$ cat src/port_a_upper_defines.vh
`ifndef PORT_A_UPPER_DEFINES_VH
`define PORT_A_UPPER_DEFINES_VH

// =====================================================================
// Pin count and bit positions inside the four-bit upper port vectors
// =====================================================================
`define PIN_COUNT        4
`define IDX_LINE_FOUR    0
`define IDX_LINE_FIVE    1
`define IDX_LINE_SIX     2
`define IDX_LINE_SEVEN   3

// =====================================================================
// Reset values
// =====================================================================
`define PORT_RESET_ZERO  4'h0
`define PORT_RESET_ONES  4'hF
`define BIT_RESET_ZERO   1'h0
`define BIT_RESET_ONE    1'h1

// =====================================================================
// Wake-up filtering
// =====================================================================
`define WAKE_NORMAL_CYCLES 8
`define WAKE_COUNT_WIDTH   4

`endif

$ cat src/port_a_upper_pin_control.v
// Contract
// RULE1: Lines four, six, seven: input or push-pull output.
// RULE2: Line five output is open drain only.
// RULE3: Line five may be reset input or PWM.
// RULE4: Input enable low blocks input and wake.
// RULE5: Software clears input enable on analog pins.
// RULE6: Enabled pin level change ends sleep.
// RULE7: Crystal mode gives lines seven and six away.
// RULE8: Line four: comparator, LCD bias or PWM.
// RULE9: Wake-up speed selectable, normal or fast.
// RULE10: Port drive selectable, normal or low.
// RULE11: Every pin has pull-up and wake capability.
// RULE12: Alternate output function overrides port data.
`include "port_a_upper_defines.vh"

module port_a_upper_pin_control #(
    parameter WAKE_NORMAL_CYCLES = `WAKE_NORMAL_CYCLES
) (
    input  wire       clock,
    input  wire       nrst,
    // Software configuration.
    input  wire [3:0] port_out_data,
    input  wire [3:0] port_direction_out,
    input  wire [3:0] port_pullup_enable,
    input  wire [3:0] port_input_enable,
    input  wire       wake_speed_fast,
    input  wire       drive_low_select,
    input  wire       external_crystal_oscillator,
    input  wire       hardware_reset_enable,
    input  wire       line_five_pwm_enable,
    input  wire       line_four_pwm_enable,
    input  wire       lcd_common_three_enable,
    input  wire       comparator_positive_select,
    input  wire       comparator_negative_select,
    input  wire       sleep_request,
    // Alternate function sources.
    input  wire       pwm_gen_two_output,
    input  wire       pwm_gen_one_output,
    // Package pins.
    input  wire       port_a_line_four_in,
    output reg        port_a_line_four_out,
    output reg        port_a_line_four_oe_n,
    input  wire       port_a_line_five_in,
    output reg        port_a_line_five_out,
    output reg        port_a_line_five_oe_n,
    input  wire       port_a_line_six_in,
    output reg        port_a_line_six_out,
    output reg        port_a_line_six_oe_n,
    input  wire       port_a_line_seven_in,
    output reg        port_a_line_seven_out,
    output reg        port_a_line_seven_oe_n,
    // Pad controls and block results.
    output reg  [3:0] pad_pullup_enable,
    output reg        pad_drive_low,
    output reg        crystal_pin_one,
    output reg        crystal_pin_two,
    output reg        lcd_common_three,
    output reg        comparator_positive_input,
    output reg        comparator_negative_source_four,
    output reg        hardware_reset_pin_n,
    output reg  [3:0] port_in_data,
    output reg        wake_event,
    output reg        sleep_active
);

    // =================================================================
    // Pin input synchronisation
    // =================================================================
    wire [3:0] raw_pins;
    wire [3:0] synced_pins;
    wire [3:0] gated_pins;
    wire [3:0] pin_wake;

    assign raw_pins = {port_a_line_seven_in, port_a_line_six_in,
                       port_a_line_five_in, port_a_line_four_in};

    pin_sync #(
        .WIDTH    (`PIN_COUNT)
    ) u_pin_sync (
        .clock    (clock),
        .nrst     (nrst),
        .async_in (raw_pins),
        .sync_out (synced_pins)
    );

    // A disabled input buffer reads as zero and can never wake the chip.
    assign gated_pins = synced_pins & port_input_enable; // RULE4

    // =================================================================
    // Per-pin wake-up detection
    // =================================================================
    genvar g;
    generate
        for (g = 0; g < `PIN_COUNT; g = g + 1)
        begin : gen_wake
            wake_filter #(
                .NORMAL_CYCLES (WAKE_NORMAL_CYCLES),
                .COUNT_WIDTH   (`WAKE_COUNT_WIDTH)
            ) u_wake_filter (
                .clock         (clock),
                .nrst          (nrst),
                .level         (gated_pins[g]), // RULE11
                .fast          (wake_speed_fast), // RULE9
                .wake          (pin_wake[g])
            );
        end
    endgenerate

    // =================================================================
    // Pin role decode
    // =================================================================
    wire line_four_analog;
    wire crystal_mode;
    wire reset_mode;

    assign crystal_mode     = external_crystal_oscillator;
    assign reset_mode       = hardware_reset_enable;
    assign line_four_analog = lcd_common_three_enable | comparator_positive_select |
                              comparator_negative_select;

    // =================================================================
    // Next pad drive values
    // =================================================================
    reg [3:0] next_out;
    reg [3:0] next_oe_n;

    always @*
    begin
        next_out  = `PORT_RESET_ZERO;
        next_oe_n = `PORT_RESET_ONES;

        // Line four: analog roles release the driver, PWM beats port data.
        if (line_four_analog)
        begin
            next_oe_n[`IDX_LINE_FOUR] = 1'b1; // RULE8
        end
        else if (line_four_pwm_enable)
        begin
            next_out[`IDX_LINE_FOUR]  = pwm_gen_one_output; // RULE12
            next_oe_n[`IDX_LINE_FOUR] = 1'b0; // RULE8
        end
        else
        begin
            next_out[`IDX_LINE_FOUR]  = port_out_data[`IDX_LINE_FOUR]; // RULE1
            next_oe_n[`IDX_LINE_FOUR] = ~port_direction_out[`IDX_LINE_FOUR]; // RULE1
        end

        // Line five never drives high: a one only releases the pin.
        if (reset_mode)
        begin
            next_oe_n[`IDX_LINE_FIVE] = 1'b1; // RULE3
        end
        else if (line_five_pwm_enable)
        begin
            next_oe_n[`IDX_LINE_FIVE] = pwm_gen_two_output; // RULE12
        end
        else if (port_direction_out[`IDX_LINE_FIVE])
        begin
            next_oe_n[`IDX_LINE_FIVE] = port_out_data[`IDX_LINE_FIVE]; // RULE2
        end
        else
        begin
            next_oe_n[`IDX_LINE_FIVE] = 1'b1;
        end

        // Lines six and seven belong to the oscillator in crystal mode.
        if (!crystal_mode)
        begin
            next_out[`IDX_LINE_SIX]    = port_out_data[`IDX_LINE_SIX]; // RULE1
            next_oe_n[`IDX_LINE_SIX]   = ~port_direction_out[`IDX_LINE_SIX]; // RULE1
            next_out[`IDX_LINE_SEVEN]  = port_out_data[`IDX_LINE_SEVEN]; // RULE1
            next_oe_n[`IDX_LINE_SEVEN] = ~port_direction_out[`IDX_LINE_SEVEN]; // RULE1
        end
    end

    // =================================================================
    // Sleep control
    // =================================================================
    wire any_wake;
    reg  next_sleep;

    assign any_wake = |pin_wake;

    // A request made while already asleep is ignored; a change seen while
    // asleep always ends sleep, so no event is lost to a late request.
    always @*
    begin
        next_sleep = sleep_active;
        if (sleep_active && any_wake)
        begin
            next_sleep = 1'b0; // RULE6
        end
        else if (!sleep_active && sleep_request)
        begin
            next_sleep = 1'b1;
        end
    end

    // =================================================================
    // Registered outputs
    // =================================================================
    always @(posedge clock or negedge nrst)
    begin
        if (!nrst)
        begin
            port_a_line_four_out            <= `BIT_RESET_ZERO;
            port_a_line_four_oe_n           <= `BIT_RESET_ONE;
            port_a_line_five_out            <= `BIT_RESET_ZERO;
            port_a_line_five_oe_n           <= `BIT_RESET_ONE;
            port_a_line_six_out             <= `BIT_RESET_ZERO;
            port_a_line_six_oe_n            <= `BIT_RESET_ONE;
            port_a_line_seven_out           <= `BIT_RESET_ZERO;
            port_a_line_seven_oe_n          <= `BIT_RESET_ONE;
            pad_pullup_enable               <= `PORT_RESET_ZERO;
            pad_drive_low                   <= `BIT_RESET_ZERO;
            crystal_pin_one                 <= `BIT_RESET_ZERO;
            crystal_pin_two                 <= `BIT_RESET_ZERO;
            lcd_common_three                <= `BIT_RESET_ZERO;
            comparator_positive_input       <= `BIT_RESET_ZERO;
            comparator_negative_source_four <= `BIT_RESET_ZERO;
            hardware_reset_pin_n            <= `BIT_RESET_ONE;
            port_in_data                    <= `PORT_RESET_ZERO;
            wake_event                      <= `BIT_RESET_ZERO;
            sleep_active                    <= `BIT_RESET_ZERO;
        end
        else
        begin
            port_a_line_four_out            <= next_out[`IDX_LINE_FOUR];
            port_a_line_four_oe_n           <= next_oe_n[`IDX_LINE_FOUR];
            port_a_line_five_out            <= next_out[`IDX_LINE_FIVE];
            port_a_line_five_oe_n           <= next_oe_n[`IDX_LINE_FIVE];
            port_a_line_six_out             <= next_out[`IDX_LINE_SIX];
            port_a_line_six_oe_n            <= next_oe_n[`IDX_LINE_SIX];
            port_a_line_seven_out           <= next_out[`IDX_LINE_SEVEN];
            port_a_line_seven_oe_n          <= next_oe_n[`IDX_LINE_SEVEN];
            pad_pullup_enable               <= port_pullup_enable; // RULE11
            pad_drive_low                   <= drive_low_select; // RULE10
            crystal_pin_one                 <= crystal_mode; // RULE7
            crystal_pin_two                 <= crystal_mode; // RULE7
            lcd_common_three                <= lcd_common_three_enable; // RULE8
            comparator_positive_input       <= comparator_positive_select; // RULE8
            comparator_negative_source_four <= comparator_negative_select; // RULE8
            // The reset role reads the raw synchronised pin, not the gated one,
            // so a cleared input enable cannot hide an external reset.
            hardware_reset_pin_n            <= reset_mode ? synced_pins[`IDX_LINE_FIVE]
                                                          : 1'b1; // RULE3
            port_in_data                    <= gated_pins; // RULE4
            wake_event                      <= sleep_active & any_wake; // RULE6
            sleep_active                    <= next_sleep;
        end
    end

endmodule

$ cat src/pin_sync.v
module pin_sync #(
    parameter WIDTH = 4
) (
    input  wire             clock,
    input  wire             nrst,
    input  wire [WIDTH-1:0] async_in,
    output reg  [WIDTH-1:0] sync_out
);

    // =================================================================
    // Two-stage synchroniser
    // =================================================================
    // The first stage feeds only the second stage.
    reg [WIDTH-1:0] stage_one;

    always @(posedge clock or negedge nrst)
    begin
        if (!nrst)
        begin
            stage_one <= {WIDTH{1'b0}};
            sync_out  <= {WIDTH{1'b0}};
        end
        else
        begin
            stage_one <= async_in;
            sync_out  <= stage_one;
        end
    end

endmodule

$ cat src/wake_filter.v
`include "port_a_upper_defines.vh"

module wake_filter #(
    parameter NORMAL_CYCLES = `WAKE_NORMAL_CYCLES,
    parameter COUNT_WIDTH   = `WAKE_COUNT_WIDTH
) (
    input  wire clock,
    input  wire nrst,
    input  wire level,
    input  wire fast,
    output reg  wake
);

    // =================================================================
    // Level change detector with normal and fast speed
    // =================================================================
    // The count is cut to the counter width on purpose; the default fits.
    localparam integer           LAST_INT   = NORMAL_CYCLES - 1;
    localparam [COUNT_WIDTH-1:0] LAST_COUNT = LAST_INT[COUNT_WIDTH-1:0];
    localparam [COUNT_WIDTH-1:0] ONE        = {{(COUNT_WIDTH-1){1'b0}}, 1'b1};

    reg                   primed;
    reg                   last_level;
    reg [COUNT_WIDTH-1:0] stable_count;

    // The reference level is loaded once after reset, but from the synchroniser's reset zero,
    // so a pin that idles high still looks like a change two cycles later.
    always @(posedge clock or negedge nrst)
    begin
        if (!nrst)
        begin
            primed       <= 1'b0;
            last_level   <= 1'b0;
            stable_count <= {COUNT_WIDTH{1'b0}};
            wake         <= 1'b0;
        end
        else
        begin
            wake <= 1'b0;
            if (!primed)
            begin
                primed     <= 1'b1;
                last_level <= level;
            end
            else if (level == last_level)
            begin
                stable_count <= {COUNT_WIDTH{1'b0}};
            end
            else if (fast || stable_count == LAST_COUNT)
            begin
                wake         <= 1'b1;
                last_level   <= level;
                stable_count <= {COUNT_WIDTH{1'b0}};
            end
            else
            begin
                stable_count <= stable_count + ONE;
            end
        end
    end

endmodule

$ cat config.mk
export PLATFORM = sky130hd
export DESIGN_NAME = port_a_upper_pin_control
export DESIGN_NICKNAME = d
export VERILOG_FILES = /design/src/port_a_upper_pin_control.v /design/src/pin_sync.v /design/src/wake_filter.v
export VERILOG_INCLUDE_DIRS = /design/src
export SDC_FILE = /design/constraint.sdc
export NUM_CORES = 1
export LEC_CHECK = 0
export BUFFER_PORTS_ARGS = -buffer_cell sky130_fd_sc_hd__buf_2
export CAP_MARGIN = 20
export CORE_MARGIN = 5
export CORE_UTILIZATION = 54
export DETAILED_ROUTE_END_ITERATION = 16
export PLACE_DENSITY = 0.81
export SLEW_MARGIN = 20
export SYNTH_ARGS = -nofsm -noshare
export SYNTH_HDL_FRONTEND = slang
export SYNTH_SLANG_ARGS = --single-unit
export TNS_END_PERCENT = 100
$ cat constraint.sdc
create_clock -name clock -period 3.8 [get_ports clock]
set_input_delay 0.95 -clock clock [delete_from_list [all_inputs] [get_ports clock]]
set_output_delay 0.95 -clock clock [all_outputs]
set_load 0.01 [all_outputs]
==> impl_metrics.yaml <==
run_status:
  status: "finished, final reports clean"
place:
  numPortBuffers: 57
  dpl_worst_slack_ns: 1.86
  dp_cells: 274
  hpwlAfterDp_mm: 2.95
  gp_congestion: 0.698
power_and_ir_drop:
  power.density_nw_per_um2: 398
  p_int_uw: 804
  p_clk_share_pct: 28.4
  p_seq_share_pct: 61.7
  total_leakage_power_uw: 0.00124
  comb_power_share_pct: 9.9
  vdd_ir_drop_max_uv: 249
  sw_frac_of_total_pct: 23.4
  p_switching_uw: 245
  totalPowerFinal_uw: 1050
finish:
  area_delta_synth_final_pct: 17.0
  num-nets-final: 269
  n_antenna_cell: 0
  finalNonFillerCells: 281
  final_common_cell: "buf_2"
  drive_gt1_share_pct: 34.6
  final_cell_mix: "buf_2 (57), dfrtp_1 (51), inv_1 (14), o22ai_1 (9), nand3_1 (8)"
drt:
  drtPass1Iterations: 4
  wl_per_cell_um: 14.0
  drt_iter0_markers: 67
  viasPerCell: 5.21
  ant_nets: 0
  drcViolationCount: 0
  via_count: 1465
  wl_mm: 3.94
critical_path:
  crit_family: "flip-flops"
  critPathCaptureType: "output port"
  r2r_setup_slack_ns: 2.08
  required_ns: 2.85
  path_cells: "buf_2"
  worst-path-buf-inv: 1
  cp_max_fo: 1
  crit_arrival_ns: 0.95
  max_stage_delay_ns: 0.53
  cpMaxStageDelayCell: "dfstp_2"
  criticalPathCategory: "flip-flop to output port"
  critPathLaunchType: "flip-flop"
clock_network:
  post-cts-setup-buffer-count: 0
  postCtsHoldBufs: 0
  htreeDepth: 2
  cts_buffers: 5
  cts_tree: "yes"
  clk_pin_slew_worst_paths_ns: 0.09
  cts_resized: 0
  cts_max_path_buffers: 2
  root_buffer: "clkbuf_8"
  clk_latency_ns: 0.30
  cts.sinks: 56
floorplan:
  start_util_pct: 55.9
  core_um2: 4030
  die_w_um: 74.6
  std_cell_rows: 23
  die_area_um2: 5560
  die_h_um: 74.6
  io_pins: 59
synth:
  synth_edf_count: 0
  synth_ff_type: "dfrtp_1"
  synth_warnings: 0
  async_flop_share_pct: 100
  syn_area_um2: 2250
  avgSynthCellArea_um2: 13.1
  yosys.area.top_type_share_pct: 56.7
  ys_types: 36
  ys_seq_area_share_pct: 62.5
  synthCells: 172
  synth_top_area_cell: "dfrtp_1"
  syn-num-nets: 210
  ys_seq_elements: 56
  yosys-top-cells-area: "dfrtp_1 (57%), dfstp_2 (5.8%), o22ai_1 (2.5%)"
timing:
  slew_headroom_pct: 29.7
  fin_crit_ns: 1.90
  max_freq_mhz: 527
  skew_ns: 0.0101
  final_max_slew_viol_count: 0
  timing.final.crit_share_pct: 50.0
  worstMarginPinSlew_ns: 1.05
  fin_ws_ns: 1.90
  final_hold_viol_count: 0
  tns_ns: 0
  rsz0062_at_grt: "false"
  finalSetupViolCount: 0
global_route:
  track_usage_pct: 16.2
  antenna_found_initial: 0
  grt_max_degree: 34
  grt_pass1_vias: 1546
  grt_pass1_wl_mm: 6.78
  overflow: 0
run:
  drv_cap: 0
hold_path:
  hold_class: "flip-flop to flip-flop"
[synth_stat cells (2+ instances only)]
cell / number
ha_1: 4
and3b_1: 4
inv_1: 14
xnor2_1: 5
nand3b_1: 4
a21boi_1: 3
nor2b_1: 6
nand3_1: 8
nand2b_1: 6
o22ai_1: 9
mux2_1: 3
buf_6: 2
nor3b_1: 3
o32ai_2: 2
mux2i_1: 5
o21ai_1: 5
and2_1: 4
a21oi_1: 4
conb_1: 2
buf_4: 3
nand2_1: 2
mux2_2: 2
dfrtp_1: 51
o21ai_0: 2
o211ai_1: 2
dfstp_2: 5
o2111ai_2: 3
[final cells by class]
class                           instances  area (um^2)
Multi-Input combinational cell         95          737
Timing Repair Buffer                   58          293
Tap cell                               50         62.6
Inverter                               15         56.3
Sequential cell                        56         1410
Fill cell                             325         1400
Clock buffer                            7         76.3
[layer usage]
metal	wire length, um	share of wire (%)	global-route usage [%]
met1	1600	41	17.9
met2	1970	50	28.0
met3	316	8.0	6.89
met4	58	1.5	5.34
met5	0	0	0
[power groups by stage]
stage / Sequential (uW) / Combinational, uW / Clock, uW
2_1_floorplan: 660 / 51.6 / 0
3_3_place_gp: 657 / 103 / 0
4_1_cts: 647 / 107 / 311
5_1_grt: 652 / 118 / 333
6_report: 647 / 104 / 298
3_5_place_dp: 659 / 107 / 0
[final timing paths]
kind	start	endpoint	cells after the start
worst max-delay path	port_a_line_four_oe_n	port_a_line_four_oe_n	1
worst min-delay path	u_pin_sync.stage_one[1]	u_pin_sync.sync_out[1]	0
worst max register to register	gen_wake[1].u_wake_filter.primed	gen_wake[1].u_wake_filter.stable_count[2]	2
worst min register to register	u_pin_sync.stage_one[1]	u_pin_sync.sync_out[1]	0
max in group asynchronous	nrst	port_a_line_five_oe_n	2
min in group asynchronous	nrst	sleep_active	1
[state kept, by name, summed over array words and instances (netlist names), 4 cells and up]
name,count
u_pin_sync.sync_out,4
gen_wake.u_wake_filter.wake,4
u_pin_sync.stage_one,4
port_in_data,4
gen_wake.u_wake_filter.stable_count,16
gen_wake.u_wake_filter.last_level,4
pad_pullup_enable,4
[kinds of logic after synthesis]
kind of cell / share of synthesized area (%)
other: 0.334
flip-flops: 62.5
buffers and inverters: 4.72
XOR/XNOR: 1.95
AND/OR/NAND/NOR: 11.4
adder cells (fa/ha/maj): 2.22
AO/OA/AOI/OAI: 11.5
multiplexers: 5.39
[per-stage QoR]
stage	utilization (%)	instance area (um^2)	hold WS, ns
floorplan	-	2250	0.331
global placement	63.4	2560	0.333
detailed placement	63.4	2560	0.336
CTS	65.3	2630	0.356
global route	65.3	2630	0.365
finish	65.3	2630	0.356
No activity file was read; power rests on OpenSTA's default activity.
